[config.mk]
export PLATFORM = sky130hd
export DESIGN_NAME = color_correction_matrix
export DESIGN_NICKNAME = d
export VERILOG_FILES = /design/src/ccm_pkg.sv /design/src/color_correction_matrix.sv
export SDC_FILE = /design/constraint.sdc
export NUM_CORES = 2
export LEC_CHECK = 0
export ABC_AREA = 1
export BUFFER_PORTS_ARGS = -buffer_cell sky130_fd_sc_hd__buf_2
export CORE_MARGIN = 2
export CORE_UTILIZATION = 60
export CTS_CLUSTER_DIAMETER = 80
export DETAILED_ROUTE_END_ITERATION = 10
export GPL_TIMING_DRIVEN = 0
export PLACE_DENSITY = 0.77
export SLEW_MARGIN = 20
export SYNTH_ARGS = -nofsm -noshare
export SYNTH_HDL_FRONTEND = slang
export SYNTH_SLANG_ARGS = --single-unit
[constraint.sdc]
create_clock -name sys_clk -period 13.2 [get_ports sys_clk]
set_input_delay 1.32 -clock sys_clk [delete_from_list [all_inputs] [get_ports sys_clk]]
set_output_delay 1.32 -clock sys_clk [all_outputs]
set_load 0.01 [all_outputs]
[src/ccm_pkg.sv]
// Constants, register map and carrier types of the colour correction matrix.
// Assumes component widths of at most COMP_W bits on both stream ports.
package ccm_pkg;

  localparam int COMP_W     = 16;
  localparam int COEFF_W    = 18;
  localparam int COEFF_FRAC = 15;
  localparam int OFFS_W     = COMP_W + 1;
  localparam int DIM_W      = 13;
  localparam int ACC_W      = 48;
  localparam int ADDR_W     = 12;
  localparam int NUM_CH     = 3;
  localparam int NUM_COEFF  = 9;
  localparam int WORD_BYTES = 4;

  localparam logic [ADDR_W-1:0] REG_CONTROL     = 12'h000;
  localparam logic [ADDR_W-1:0] REG_STATUS      = 12'h004;
  localparam logic [ADDR_W-1:0] REG_SIZE        = 12'h008;
  localparam logic [ADDR_W-1:0] REG_COEFF_BASE  = 12'h100;
  localparam logic [ADDR_W-1:0] REG_OFFSET_BASE = 12'h124;
  localparam logic [ADDR_W-1:0] REG_CLIP        = 12'h130;
  localparam logic [ADDR_W-1:0] REG_CLAMP       = 12'h134;

  localparam int CTRL_ENABLE_BIT  = 0;
  localparam int CTRL_SWRESET_BIT = 1;
  localparam int SIZE_W_LSB       = 0;
  localparam int SIZE_H_LSB       = 16;
  localparam int ERR_EOL_EARLY    = 0;
  localparam int ERR_EOL_LATE     = 1;
  localparam int ERR_SOF_EARLY    = 2;
  localparam int ERR_SOF_LATE     = 3;
  localparam int ERR_W            = 4;

  localparam logic [1:0]         RESP_OKAY   = 2'h0;
  localparam logic [1:0]         RESP_SLVERR = 2'h2;
  localparam logic [COEFF_W-1:0] COEFF_ONE   = 18'h08000;
  localparam logic [COEFF_W-1:0] COEFF_ZERO  = 18'h00000;

  typedef logic [COMP_W-1:0] comp_t;

  typedef struct packed {
    comp_t [NUM_CH-1:0] ch;                // 0 red, 1 green, 2 blue
  } pixel_t;

  typedef struct packed {
    pixel_t data;
    logic   sof;
    logic   line_end_marker;
  } beat_t;

  typedef struct packed {
    logic [NUM_COEFF-1:0][COEFF_W-1:0] coeff;  // row-major, index 3*row+col
    logic [NUM_CH-1:0][OFFS_W-1:0]     offset; // red, green, blue channel offset
    comp_t                             clip;
    comp_t                             clamp;
    logic [DIM_W-1:0]                  width;
    logic [DIM_W-1:0]                  height;
  } config_t;

endpackage

[src/color_correction_matrix.sv]
// Colour correction matrix: 3x3 weighting plus offset per pixel, framing checks.
// Assumes stream_clk_en comes from logic on sys_clk; stream_rstn comes from a pin.
//
// Behaviour
// - Output channel is weighted sum plus offset
// - Rescale result by power-of-two width ratio
// - Stream slave in, stream master out, optional control
// - Stream ports and processing share one clock
// - Control port separated, crossings synchronised
// - Register accesses complete while control enable high
// - Stream enable low freezes stream logic instantly
// - Control enable low stalls only control port
// - Stream reset clears stream logic, keeps registers
// - Control reset clears the whole device
// - Software reset and enable bits
// - Unfinished access answers with error code 10
// - Registers unreachable while stream reset or stalled
// - Flag early or late frame and line markers
// - Early frame start restarts output frame now
// - Late frame start: drop until input start
// - Early line end ends output line now
// - Late line end: emit, drop until input end
// - Without control port, build-time configuration
// - Coefficients 18-bit signed, 15 fraction bits
// - Offset signed, one bit wider than output
// - Components above upper limit take the limit
// - Components below lower limit and not above upper limit take the lower limit
`timescale 1ns/1ps

module color_correction_matrix #(
  parameter int                      IN_W       = 8,
  parameter int                      OUT_W      = 8,
  parameter bit                      HAS_CTRL   = 1'b1,
  parameter logic [ccm_pkg::DIM_W-1:0] DEF_WIDTH  = 13'h0280,
  parameter logic [ccm_pkg::DIM_W-1:0] DEF_HEIGHT = 13'h01e0
) (
  input  wire logic                        sys_clk,              // Clock, 100 MHz
  input  wire logic                        rstn,                 // Control reset, whole device
  input  wire logic                        stream_rstn,          // Stream reset pin, active low
  input  wire logic                        stream_clk_en,        // Stream clock enable
  input  wire logic                        control_clock_enable, // Control port clock enable
  input  wire logic [ccm_pkg::ADDR_W-1:0]  reg_addr,             // Register byte address
  input  wire logic [31:0]                 reg_wdata,            // Write data
  input  wire logic                        reg_we,               // Write strobe
  input  wire logic                        reg_re,               // Read strobe
  output logic      [31:0]                 reg_rdata,            // Read data, cycle after strobe
  output logic      [1:0]                  reg_resp,             // Response code, cycle after strobe
  input  wire logic                        s_valid,              // Input pixel valid
  output logic                             s_ready,              // Input pixel ready
  input  wire ccm_pkg::pixel_t             s_data,               // Input pixel
  input  wire logic                        s_sof,                // Input frame start marker
  input  wire logic                        s_eol,                // Input line end marker
  output logic                             m_valid,              // Output pixel valid
  input  wire logic                        m_ready,              // Output pixel ready
  output ccm_pkg::pixel_t                  m_data,               // Output pixel
  output logic                             m_sof,                // Output frame start marker
  output logic                             m_eol                 // Output line end marker
);

  localparam int SH = ccm_pkg::COEFF_FRAC + IN_W - OUT_W;
  localparam ccm_pkg::comp_t COMP_MASK = ccm_pkg::comp_t'((1 << OUT_W) - 1);

  localparam ccm_pkg::config_t DEF_CFG = '{
    coeff:  {ccm_pkg::COEFF_ONE, ccm_pkg::COEFF_ZERO, ccm_pkg::COEFF_ZERO,
             ccm_pkg::COEFF_ZERO, ccm_pkg::COEFF_ONE, ccm_pkg::COEFF_ZERO,
             ccm_pkg::COEFF_ZERO, ccm_pkg::COEFF_ZERO, ccm_pkg::COEFF_ONE},
    offset: '0,
    clip:   COMP_MASK,
    clamp:  '0,
    width:  DEF_WIDTH,
    height: DEF_HEIGHT
  };

  typedef struct packed {
    logic                       rst_meta;
    logic                       rst_sync;
    ccm_pkg::config_t           cfg;
    logic                       enable;
    logic                       sw_reset;
    logic [ccm_pkg::ERR_W-1:0]  err;
    logic [ccm_pkg::DIM_W-1:0]  col;
    logic [ccm_pkg::DIM_W-1:0]  row;
    logic                       wait_sof;
    logic                       wait_eol;
    logic                       out_valid;
    ccm_pkg::beat_t             out;
    logic [31:0]                rdata;
    logic [1:0]                 resp;
  } state_t;

  localparam state_t RESET_STATE = '{
    rst_meta: 1'b0, rst_sync: 1'b0, cfg: DEF_CFG, enable: 1'b1, sw_reset: 1'b0,
    err: '0, col: '0, row: '0, wait_sof: 1'b0, wait_eol: 1'b0, out_valid: 1'b0,
    out: '0, rdata: '0, resp: ccm_pkg::RESP_OKAY
  };

  state_t          st;
  state_t          next_st;
  ccm_pkg::pixel_t corrected;
  logic            stream_reset;
  logic            run;
  logic            reachable;
  logic            accept;
  logic            at_start;
  logic            line_last;

  assign stream_reset = !st.rst_sync || st.sw_reset;
  assign run          = stream_clk_en && st.enable && !stream_reset;
  assign reachable    = st.rst_sync && stream_clk_en;
  assign s_ready      = run && (!st.out_valid || m_ready);
  assign m_valid      = st.out_valid && run;
  assign accept       = s_valid && s_ready;
  assign at_start     = (st.col == '0) && (st.row == '0);
  assign line_last    = st.col == st.cfg.width - 1'b1;

  assign m_data    = st.out.data;
  assign m_sof     = st.out.sof;
  assign m_eol     = st.out.line_end_marker;
  assign reg_rdata = st.rdata;
  assign reg_resp  = st.resp;

  // Per channel datapath
  genvar ch;
  generate
    for (ch = 0; ch < ccm_pkg::NUM_CH; ch++) begin : g_chan
      logic signed [ccm_pkg::ACC_W-1:0] acc;
      logic signed [ccm_pkg::ACC_W-1:0] scaled;
      logic signed [ccm_pkg::ACC_W-1:0] term [ccm_pkg::NUM_CH];
      logic signed [ccm_pkg::ACC_W-1:0] offs;
      for (genvar k = 0; k < ccm_pkg::NUM_CH; k++) begin : g_term
        assign term[k] = ccm_pkg::ACC_W'($signed(st.cfg.coeff[ccm_pkg::NUM_CH*ch+k]))
                       * ccm_pkg::ACC_W'($signed({1'b0, s_data.ch[k][IN_W-1:0]}));
      end
      assign offs   = ccm_pkg::ACC_W'($signed(st.cfg.offset[ch])) <<< SH;
      assign acc    = term[0] + term[1] + term[2] + offs;
      assign scaled = acc >>> SH;
      // One process per channel drives its own limited value
      ccm_pkg::comp_t lim;
      // Upper limit tested first, so with a crossed pair values above it take the upper limit
      always_comb begin
        if (scaled > $signed({32'h0, st.cfg.clip})) begin
          lim = st.cfg.clip;
        end else if (scaled < $signed({32'h0, st.cfg.clamp})) begin
          lim = st.cfg.clamp;
        end else begin
          lim = scaled[ccm_pkg::COMP_W-1:0];
        end
      end
      assign corrected.ch[ch] = lim;
    end
  endgenerate

  always_comb begin
    logic [ccm_pkg::ERR_W-1:0] err_set;
    logic [ccm_pkg::ERR_W-1:0] err_clr;
    logic [ccm_pkg::DIM_W-1:0] col_v;
    logic [ccm_pkg::DIM_W-1:0] row_v;
    logic                      keep;
    logic                      sof_o;
    logic                      eol_o;
    err_set = '0;
    err_clr = '0;
    col_v   = st.col;
    row_v   = st.row;
    keep    = 1'b1;
    sof_o   = 1'b0;
    eol_o   = 1'b0;
    next_st = st;
    next_st.rst_meta = stream_rstn;
    next_st.rst_sync = st.rst_meta;

    // Control port: answers every strobe taken with control enable high in the next cycle
    if (control_clock_enable) begin
      if (reg_we || reg_re) begin
        next_st.resp = reachable ? ccm_pkg::RESP_OKAY : ccm_pkg::RESP_SLVERR;
      end
      if (reg_re) begin
        next_st.rdata = '0;
        unique case (reg_addr)
          ccm_pkg::REG_CONTROL: begin
            next_st.rdata[ccm_pkg::CTRL_ENABLE_BIT]  = st.enable;
            next_st.rdata[ccm_pkg::CTRL_SWRESET_BIT] = st.sw_reset;
          end
          ccm_pkg::REG_STATUS: next_st.rdata = 32'(st.err);
          ccm_pkg::REG_SIZE: begin
            next_st.rdata[ccm_pkg::SIZE_W_LSB +: ccm_pkg::DIM_W] = st.cfg.width;
            next_st.rdata[ccm_pkg::SIZE_H_LSB +: ccm_pkg::DIM_W] = st.cfg.height;
          end
          ccm_pkg::REG_CLIP:  next_st.rdata = 32'(st.cfg.clip);
          ccm_pkg::REG_CLAMP: next_st.rdata = 32'(st.cfg.clamp);
          default: begin
            for (int i = 0; i < ccm_pkg::NUM_COEFF; i++) begin
              if (reg_addr == ccm_pkg::ADDR_W'(ccm_pkg::REG_COEFF_BASE + ccm_pkg::WORD_BYTES*i)) begin
                next_st.rdata = 32'(st.cfg.coeff[i]);
              end
            end
            for (int i = 0; i < ccm_pkg::NUM_CH; i++) begin
              if (reg_addr == ccm_pkg::ADDR_W'(ccm_pkg::REG_OFFSET_BASE + ccm_pkg::WORD_BYTES*i)) begin
                next_st.rdata = 32'(st.cfg.offset[i]);
              end
            end
          end
        endcase
      end
      if (reg_we && reachable && reg_addr == ccm_pkg::REG_STATUS) begin
        err_clr = reg_wdata[ccm_pkg::ERR_W-1:0];
      end
      if (reg_we && reachable && HAS_CTRL) begin
        unique case (reg_addr)
          ccm_pkg::REG_CONTROL: begin
            next_st.enable   = reg_wdata[ccm_pkg::CTRL_ENABLE_BIT];
            next_st.sw_reset = reg_wdata[ccm_pkg::CTRL_SWRESET_BIT];
          end
          ccm_pkg::REG_SIZE: begin
            next_st.cfg.width  = reg_wdata[ccm_pkg::SIZE_W_LSB +: ccm_pkg::DIM_W];
            next_st.cfg.height = reg_wdata[ccm_pkg::SIZE_H_LSB +: ccm_pkg::DIM_W];
          end
          ccm_pkg::REG_CLIP:  next_st.cfg.clip  = reg_wdata[ccm_pkg::COMP_W-1:0] & COMP_MASK;
          ccm_pkg::REG_CLAMP: next_st.cfg.clamp = reg_wdata[ccm_pkg::COMP_W-1:0] & COMP_MASK;
          default: begin
            for (int i = 0; i < ccm_pkg::NUM_COEFF; i++) begin
              if (reg_addr == ccm_pkg::ADDR_W'(ccm_pkg::REG_COEFF_BASE + ccm_pkg::WORD_BYTES*i)) begin
                next_st.cfg.coeff[i] = reg_wdata[ccm_pkg::COEFF_W-1:0];
              end
            end
            for (int i = 0; i < ccm_pkg::NUM_CH; i++) begin
              if (reg_addr == ccm_pkg::ADDR_W'(ccm_pkg::REG_OFFSET_BASE + ccm_pkg::WORD_BYTES*i)) begin
                // Offset is signed at output width plus one: extend its sign bit
                next_st.cfg.offset[i] = ccm_pkg::OFFS_W'($signed(reg_wdata[OUT_W:0]));
              end
            end
          end
        endcase
      end
    end

    // Stream side: cleared under stream reset, else frozen whenever run is low
    if (stream_reset) begin
      next_st.col       = '0;
      next_st.row       = '0;
      next_st.wait_sof  = 1'b0;
      next_st.wait_eol  = 1'b0;
      next_st.out_valid = 1'b0;
    end else if (run) begin
      if (m_ready) begin
        next_st.out_valid = 1'b0;
      end
      if (accept) begin
        if (st.wait_sof) begin
          keep = s_sof;
          next_st.wait_sof = !s_sof;
        end else if (st.wait_eol) begin
          keep = 1'b0;
          next_st.wait_eol = !s_eol;
        end else if (s_sof && !at_start) begin
          err_set[ccm_pkg::ERR_SOF_EARLY] = 1'b1;
          col_v = '0;
          row_v = '0;
        end else if (!s_sof && at_start) begin
          err_set[ccm_pkg::ERR_SOF_LATE] = 1'b1;
          keep = 1'b0;
          next_st.wait_sof = 1'b1;
        end
        if (keep) begin
          sof_o = (col_v == '0) && (row_v == '0);
          eol_o = s_eol || (col_v == st.cfg.width - 1'b1);
          if (s_eol && col_v != st.cfg.width - 1'b1) begin
            err_set[ccm_pkg::ERR_EOL_EARLY] = 1'b1;
          end
          if (!s_eol && col_v == st.cfg.width - 1'b1) begin
            err_set[ccm_pkg::ERR_EOL_LATE] = 1'b1;
            next_st.wait_eol = 1'b1;
          end
          if (eol_o) begin
            next_st.col = '0;
            next_st.row = (row_v == st.cfg.height - 1'b1) ? '0 : row_v + 1'b1;
          end else begin
            next_st.col = col_v + 1'b1;
            next_st.row = row_v;
          end
          next_st.out_valid = 1'b1;
          next_st.out       = '{data: corrected, sof: sof_o, line_end_marker: eol_o};
        end
      end
    end
    next_st.err = (st.err & ~err_clr) | err_set;
  end

  always_ff @(posedge sys_clk or negedge rstn) begin
    if (!rstn) begin
      st <= RESET_STATE;
    end else begin
      st <= next_st;
    end
  end
endmodule

After elaboration in Yosys (flattened, before gate mapping)
Cells that the tools add are included.
W data, S select, Z words.
{"block": "word_totals", "ff_bits": 352, "input_bits": 103, "out_inout_bits": 86, "wordCells": 210}
{"block": "classes", "addsub": 13, "n_mul": 9, "magnitude_cmp": 6, "n_eq_ne": 19, "mux": 69, "bitwise_logic": 5, "n_reduce_logical": 56}
{"cell": "$mux W32", "n": 10}
{"cell": "$mul A18 B9 Y27", "n": 9}
{"cell": "$mux W13", "n": 13}
{"cell": "$eq A12 B9 Y1 const B", "n": 14}
{"cell": "$mux W79", "n": 2}
{"cell": "$mux W16", "n": 6}
{"cell": "$add A29 B24 Y30", "n": 3}
{"cell": "$add A28 B27 Y29", "n": 3}
{"cell": "$add A27 B27 Y28", "n": 3}
{"cell": "$pmux W11 S5", "n": 1}
{"cell": "$logic_not A13 Y1", "n": 4}
{"cell": "$mux W26", "n": 2}
{"cell": "$mux W52", "n": 1}
{"cell": "$reduce_and A4 Y1", "n": 13}
{"cell": "$gt A15 B9 Y1", "n": 3}
{"cell": "$lt A15 B9 Y1", "n": 3}
{"cell": "$mux W18", "n": 2}
{"cell": "$mux W29", "n": 1}
{"cell": "$add A13 B1 Y13 const B", "n": 2}
{"cell": "$eq A13 B13 Y1", "n": 2}
{"cell": "$pmux W13 S2", "n": 1}
{"cell": "$sub A13 B1 Y13 const B", "n": 2}
{"cell": "$mux W4", "n": 5}
{"cell": "$mux W1", "n": 18}
{"cell": "19 further kinds", "n": 54}

Longest topological paths before layout
{"block": "logic_depth", "word_depth": 18, "mapped_depth": 46, "mapped_depth_nobuf": 43}

Worst setup path after synthesis
OpenSTA, ideal clock, no wires.
{"block": "synth_timing", "kind": "input port to flip-flop", "from": "in s_data[4] in the netlist's numbering", "to": "reg st, in the netlist m_data[37]", "setup_time_ps": 118, "t_arrival_ps": 8565, "required_ps": 13082, "setup_slack_ps": 4517, "stages": 39, "n_path_buf": 3, "cell_sequence": "clkbuf_1 > clkbuf_1 > nand2_1 > fa_1 > fa_1 > inv_1 > fa_1 > inv_1 > fa_1 > fa_1 > inv_1 > fa_1 > inv_1 > fa_1 > inv_1 > ha_1 > nand2_1 > inv_1 > [3 not listed] > nand2_1 > nor2_1 > nand2_1 > or2_2 > and2_1 > ha_1 > a21oi_1 > o21ai_0 > o21ai_0 > and3_1 > ha_1 > inv_1 > clkbuf_1 > o21ai_0 > inv_1 > nand2_1 > nand3_1 > nand2_1"}
{"block": "synth_between", "elab_chain_cells": 7, "word_cells_on_any_way": 8, "classes_between": "add/sub (3); mul (1); order compare (2); mux (2)"}
{"item": "from (decl)", "line": "color_correction_matrix.sv:50", "source": "input wire ccm_pkg::pixel_t s_data,"}
{"item": "$mul A18 B9 Y27 *", "line": "color_correction_matrix.sv:132", "source": "* ccm_pkg::ACC_W'($signed({1'b0, s_data.ch[k][IN_W-1:0]}));"}
{"item": "$add A27 B27 Y28 *", "line": "color_correction_matrix.sv:135", "source": "assign acc = term[0] + term[1] + term[2] + offs;"}
{"item": "$add A28 B27 Y29 *", "line": "color_correction_matrix.sv:135"}
{"item": "$add A29 B24 Y30 *", "line": "color_correction_matrix.sv:135"}
{"item": "$lt A15 B9 Y1", "line": "color_correction_matrix.sv:143", "source": "end else if (scaled < $signed({32'h0, st.cfg.clamp})) begin"}
{"item": "$mux W16", "line": "color_correction_matrix.sv:143"}
{"item": "$mux W16 *", "line": "color_correction_matrix.sv:141", "source": "if (scaled > $signed({32'h0, st.cfg.clip})) begin"}
{"item": "to (signal assigned)", "line": "color_correction_matrix.sv:293", "source": "st <= next_st;"}
{"item": "to (decl)", "line": "color_correction_matrix.sv:97", "source": "state_t st;"}
Mark *: on every way between the ends. The rest lies on a longest branch, timed or not.
A chain may end at the register's enable or synchronous reset.

Final worst setup path
{"block": "layout_timing", "from": "in s_data[37] in the netlist's numbering", "to": "reg st, in the netlist m_data[12]"}
{"block": "layout_between", "elab_chain_cells": 6, "word_cells_on_any_way": 7, "classes_between": "add/sub (2); mul (1); order compare (2); mux (2)"}
{"item": "$mul A18 B9 Y27 *", "line": "color_correction_matrix.sv:132"}
{"item": "$add A28 B27 Y29 *", "line": "color_correction_matrix.sv:135"}
{"item": "$add A29 B24 Y30 *", "line": "color_correction_matrix.sv:135"}
{"item": "$lt A15 B9 Y1", "line": "color_correction_matrix.sv:143"}
{"item": "$mux W16", "line": "color_correction_matrix.sv:143"}
{"item": "$mux W16 *", "line": "color_correction_matrix.sv:141"}
Marks and branches as above.

==> flow_metrics.tcl <==
set metrics [dict create \
    synth_ff_type "dfrtp_1" \
    cts_inserted_buffers 48 \
    synth_area_um2 72100 \
    min_period_ns 11.43 \
    cp-end-kind "register" \
    clk_latency_ns 0.64 \
    critPathBufInv 6 \
    ctsHoldBuffers 0 \
    p_leak_nw 48.7 \
    hpwl_mm 219 \
    slew-limit-headroom_pct 8.40 \
    synth-compound-area-share_pct 3.09 \
    port_buffers 126 \
    grt_pass1_wl_mm 389 \
    gp_congestion 1.08 \
    clockRootBuffer "clkbuf_16" \
    ir_worst_vdd_mv 0.108 \
    row_count 127 \
    grt_overflow 0 \
    min_period_over_period_pct 86.6 \
    cp-start-kind "input port" \
    yosys.area.top_type "fa_1" \
    critPathKind "input port to register" \
    synth_top_family_by_area "adder cells" \
    layout-drive-gt1-share_pct 5.05 \
    yosysWarnings 0 \
    synth-adder-area-share_pct 46.5 \
    async_reset_ff_share_pct 100 \
    drc_errors 0 \
    synthTopCellsByArea "fa_1 38%, inv_1 15%, nand2_1 12%" \
    nNetsFinal 11500 \
    htree_num_levels 2 \
    start_util_pct 60.3 \
    tightest_slew_ns 1.37 \
    maxCapViolCount 0 \
    avgSynthCellArea_um2 7.68 \
    synth_edf_count 0 \
    ys_seq_area_share_pct 12.0 \
    final_hold_viol_count 0 \
    drt_iter0_drc 6404 \
    cp_common_cell "fa_1" \
    fin_setup_tns_ns 0 \
    viasPerCell 5.49 \
    drtPass1Iterations 7 \
    clkTransAtPathRegs_ns 0.06 \
    postLayoutCoreUtil_pct 64.5 \
    syn_inst 9393 \
    timing.critical_path.max_delay_family "adder cells" \
    synth_simple_gate_area_share_pct 18.3 \
    vias 61900 \
    setup_violations 0 \
    slowest_delay_ns 1.03 \
    yosys.area.top_type_share_pct 38.3 \
    grt_use_total_pct 43.9 \
    dieWidth_um 351 \
    fin_hold_ws_ns 0.347 \
    ctsResizeCount 0 \
    pwr_density_cell_nw_per_um2 37.0 \
    cts_setup_buffers 0 \
    postRouteWirelength_mm 263 \
    die_height_um 351 \
    numClockSinks 345 \
    synth_seq_cells 345 \
    grt_max_degree 89 \
    antenna_found_initial 28 \
    grt_pass1_vias 62900 \
    die_area_um2 123000 \
    arrival_ns 11.98 \
    rsz0062_at_grt "no" \
    routedWlPerCell_um 23.3 \
    synthMuxAreaShare_pct 1.10 \
    synth_xor_area_share_pct 0.716 \
    area_growth_pct 6.95 \
    ios 189 \
    cts_tree "built" \
    clk_path_buf_depth 3 \
    slew_viol_final 0 \
    crit_slowest_cell "clkbuf_1" \
    core_um2 120000 \
    synth.distinct_cells 56 \
    critPathMaxFanout 11 \
    min_path_type "register to register" \
    max_freq_mhz 87.5 \
    critPathRequiredTime_ns 13.75 \
    fin_skew_ns 0.0159 \
    drtAntennaViolNets 0 \
    outcome "finished clean" \
]
placed cells by master (no fill, tap or decap), drive strengths merged, types with 17 or more instances in the layout:
master,count
fa,1380
xor2,31
mux2i,75
nand3b,20
inv,2922
dfstp,18
nand4,91
diode,27
nand2,2306
nor2,426
and3,17
ha,471
buf,345
dfrtp,327
nand3,291
clkbuf,351
xnor2,28
nor3,46
o21ai,122
a21oi,251
logic make-up after synthesis:
group | count (synthesis)
simple gates | 3229
fa+ha+maj | 1851
other cells | 1
mux | 79
flops | 345
xor+xnor | 59
compound gates | 423
buf+inv | 3406
path summary, 6_finish.rpt:
path / startpoint / endpoint / slack, ns / cells after the start
max: s_data[37] / m_data[12] / 1.77 / 32
min: next_st[390] / st[390] / 0.35 / 0
max reg2reg: st[275] / m_data[12] / 3.24 / 31
min reg2reg: next_st[390] / st[390] / 0.35 / 0
max in group asynchronous: rstn / st[139] / 10.93 / 4
min in group asynchronous: rstn / m_data[9] / 0.63 / 1
power breakdown:
part | switching, mW | total (mW) | leakage, nW | internal, mW
sequential | 0.00101 | 1.06 | 4.70 | 1.06
clock | 0.580 | 1.42 | 0.824 | 0.845
combinational | 0.306 | 0.370 | 43.2 | 0.0639
total | 0.887 | 2.85 | 48.7 | 1.97
synthesized netlist by cell type, types with 17 or more instances:
| cell type | number |
|---|---|
| dfstp_2 | 18 |
| nor3_1 | 40 |
| mux2i_1 | 75 |
| buf_2 | 26 |
| inv_1 | 2906 |
| nand2_1 | 2281 |
| dfrtp_1 | 327 |
| xor2_1 | 31 |
| nand3_1 | 288 |
| ha_1 | 471 |
| o21ai_0 | 116 |
| buf_4 | 101 |
| nand4_1 | 91 |
| and3_1 | 17 |
| nand3b_1 | 20 |
| fa_1 | 1380 |
| clkbuf_1 | 288 |
| a21oi_1 | 251 |
| xnor2_1 | 28 |
| buf_1 | 67 |
| nor2_1 | 420 |
cell type report:
cell class                 instances  area, um2
sequential                       345       8660
inverter                        2919      11000
clock inverter                    25        365
buffer                           487       2340
tap                             1612       2020
timing repair buffer             146       1130
multi-input combinational       5645      50300
clock buffer                      63       1340
antenna                           27       67.6
fill                           10400      42500
state kept, by name, indices dropped and copies added (netlist names):
register,flops
st,240
m_data,45
reg_rdata,29
g_chan.offs,27
m_eol,1
m_sof,1
next_st,1
reg_resp,1
metrics by stage:
stage | instance area (um2) | setup WS, ns | power, mW | std cells
finish | 77100 | 1.77 | 2.85 | 11300
global route | 77100 | 1.81 | 2.89 | 11200
global placement | 74800 | 0.421 | 1.40 | 11100
detailed placement | 75300 | 1.18 | 1.42 | 11200
CTS | 77000 | 1.78 | 2.83 | 11200
floorplan | 72100 | 4.52 | 1.20 | 9396
metal layers:
metal  routed length, um  part of all wire, %  GRT usage (%)  vias to the layer above
met5                 150                0.057          0.510                        -
met4               24100                  9.2           32.7                       12
li1                    -                    -              -                    27000
met2              113000                   43           65.6                     3689
met3               32900                   13           13.8                      908
met1               92600                   35           53.5                    30300
(Power assumes the default switching activity.)
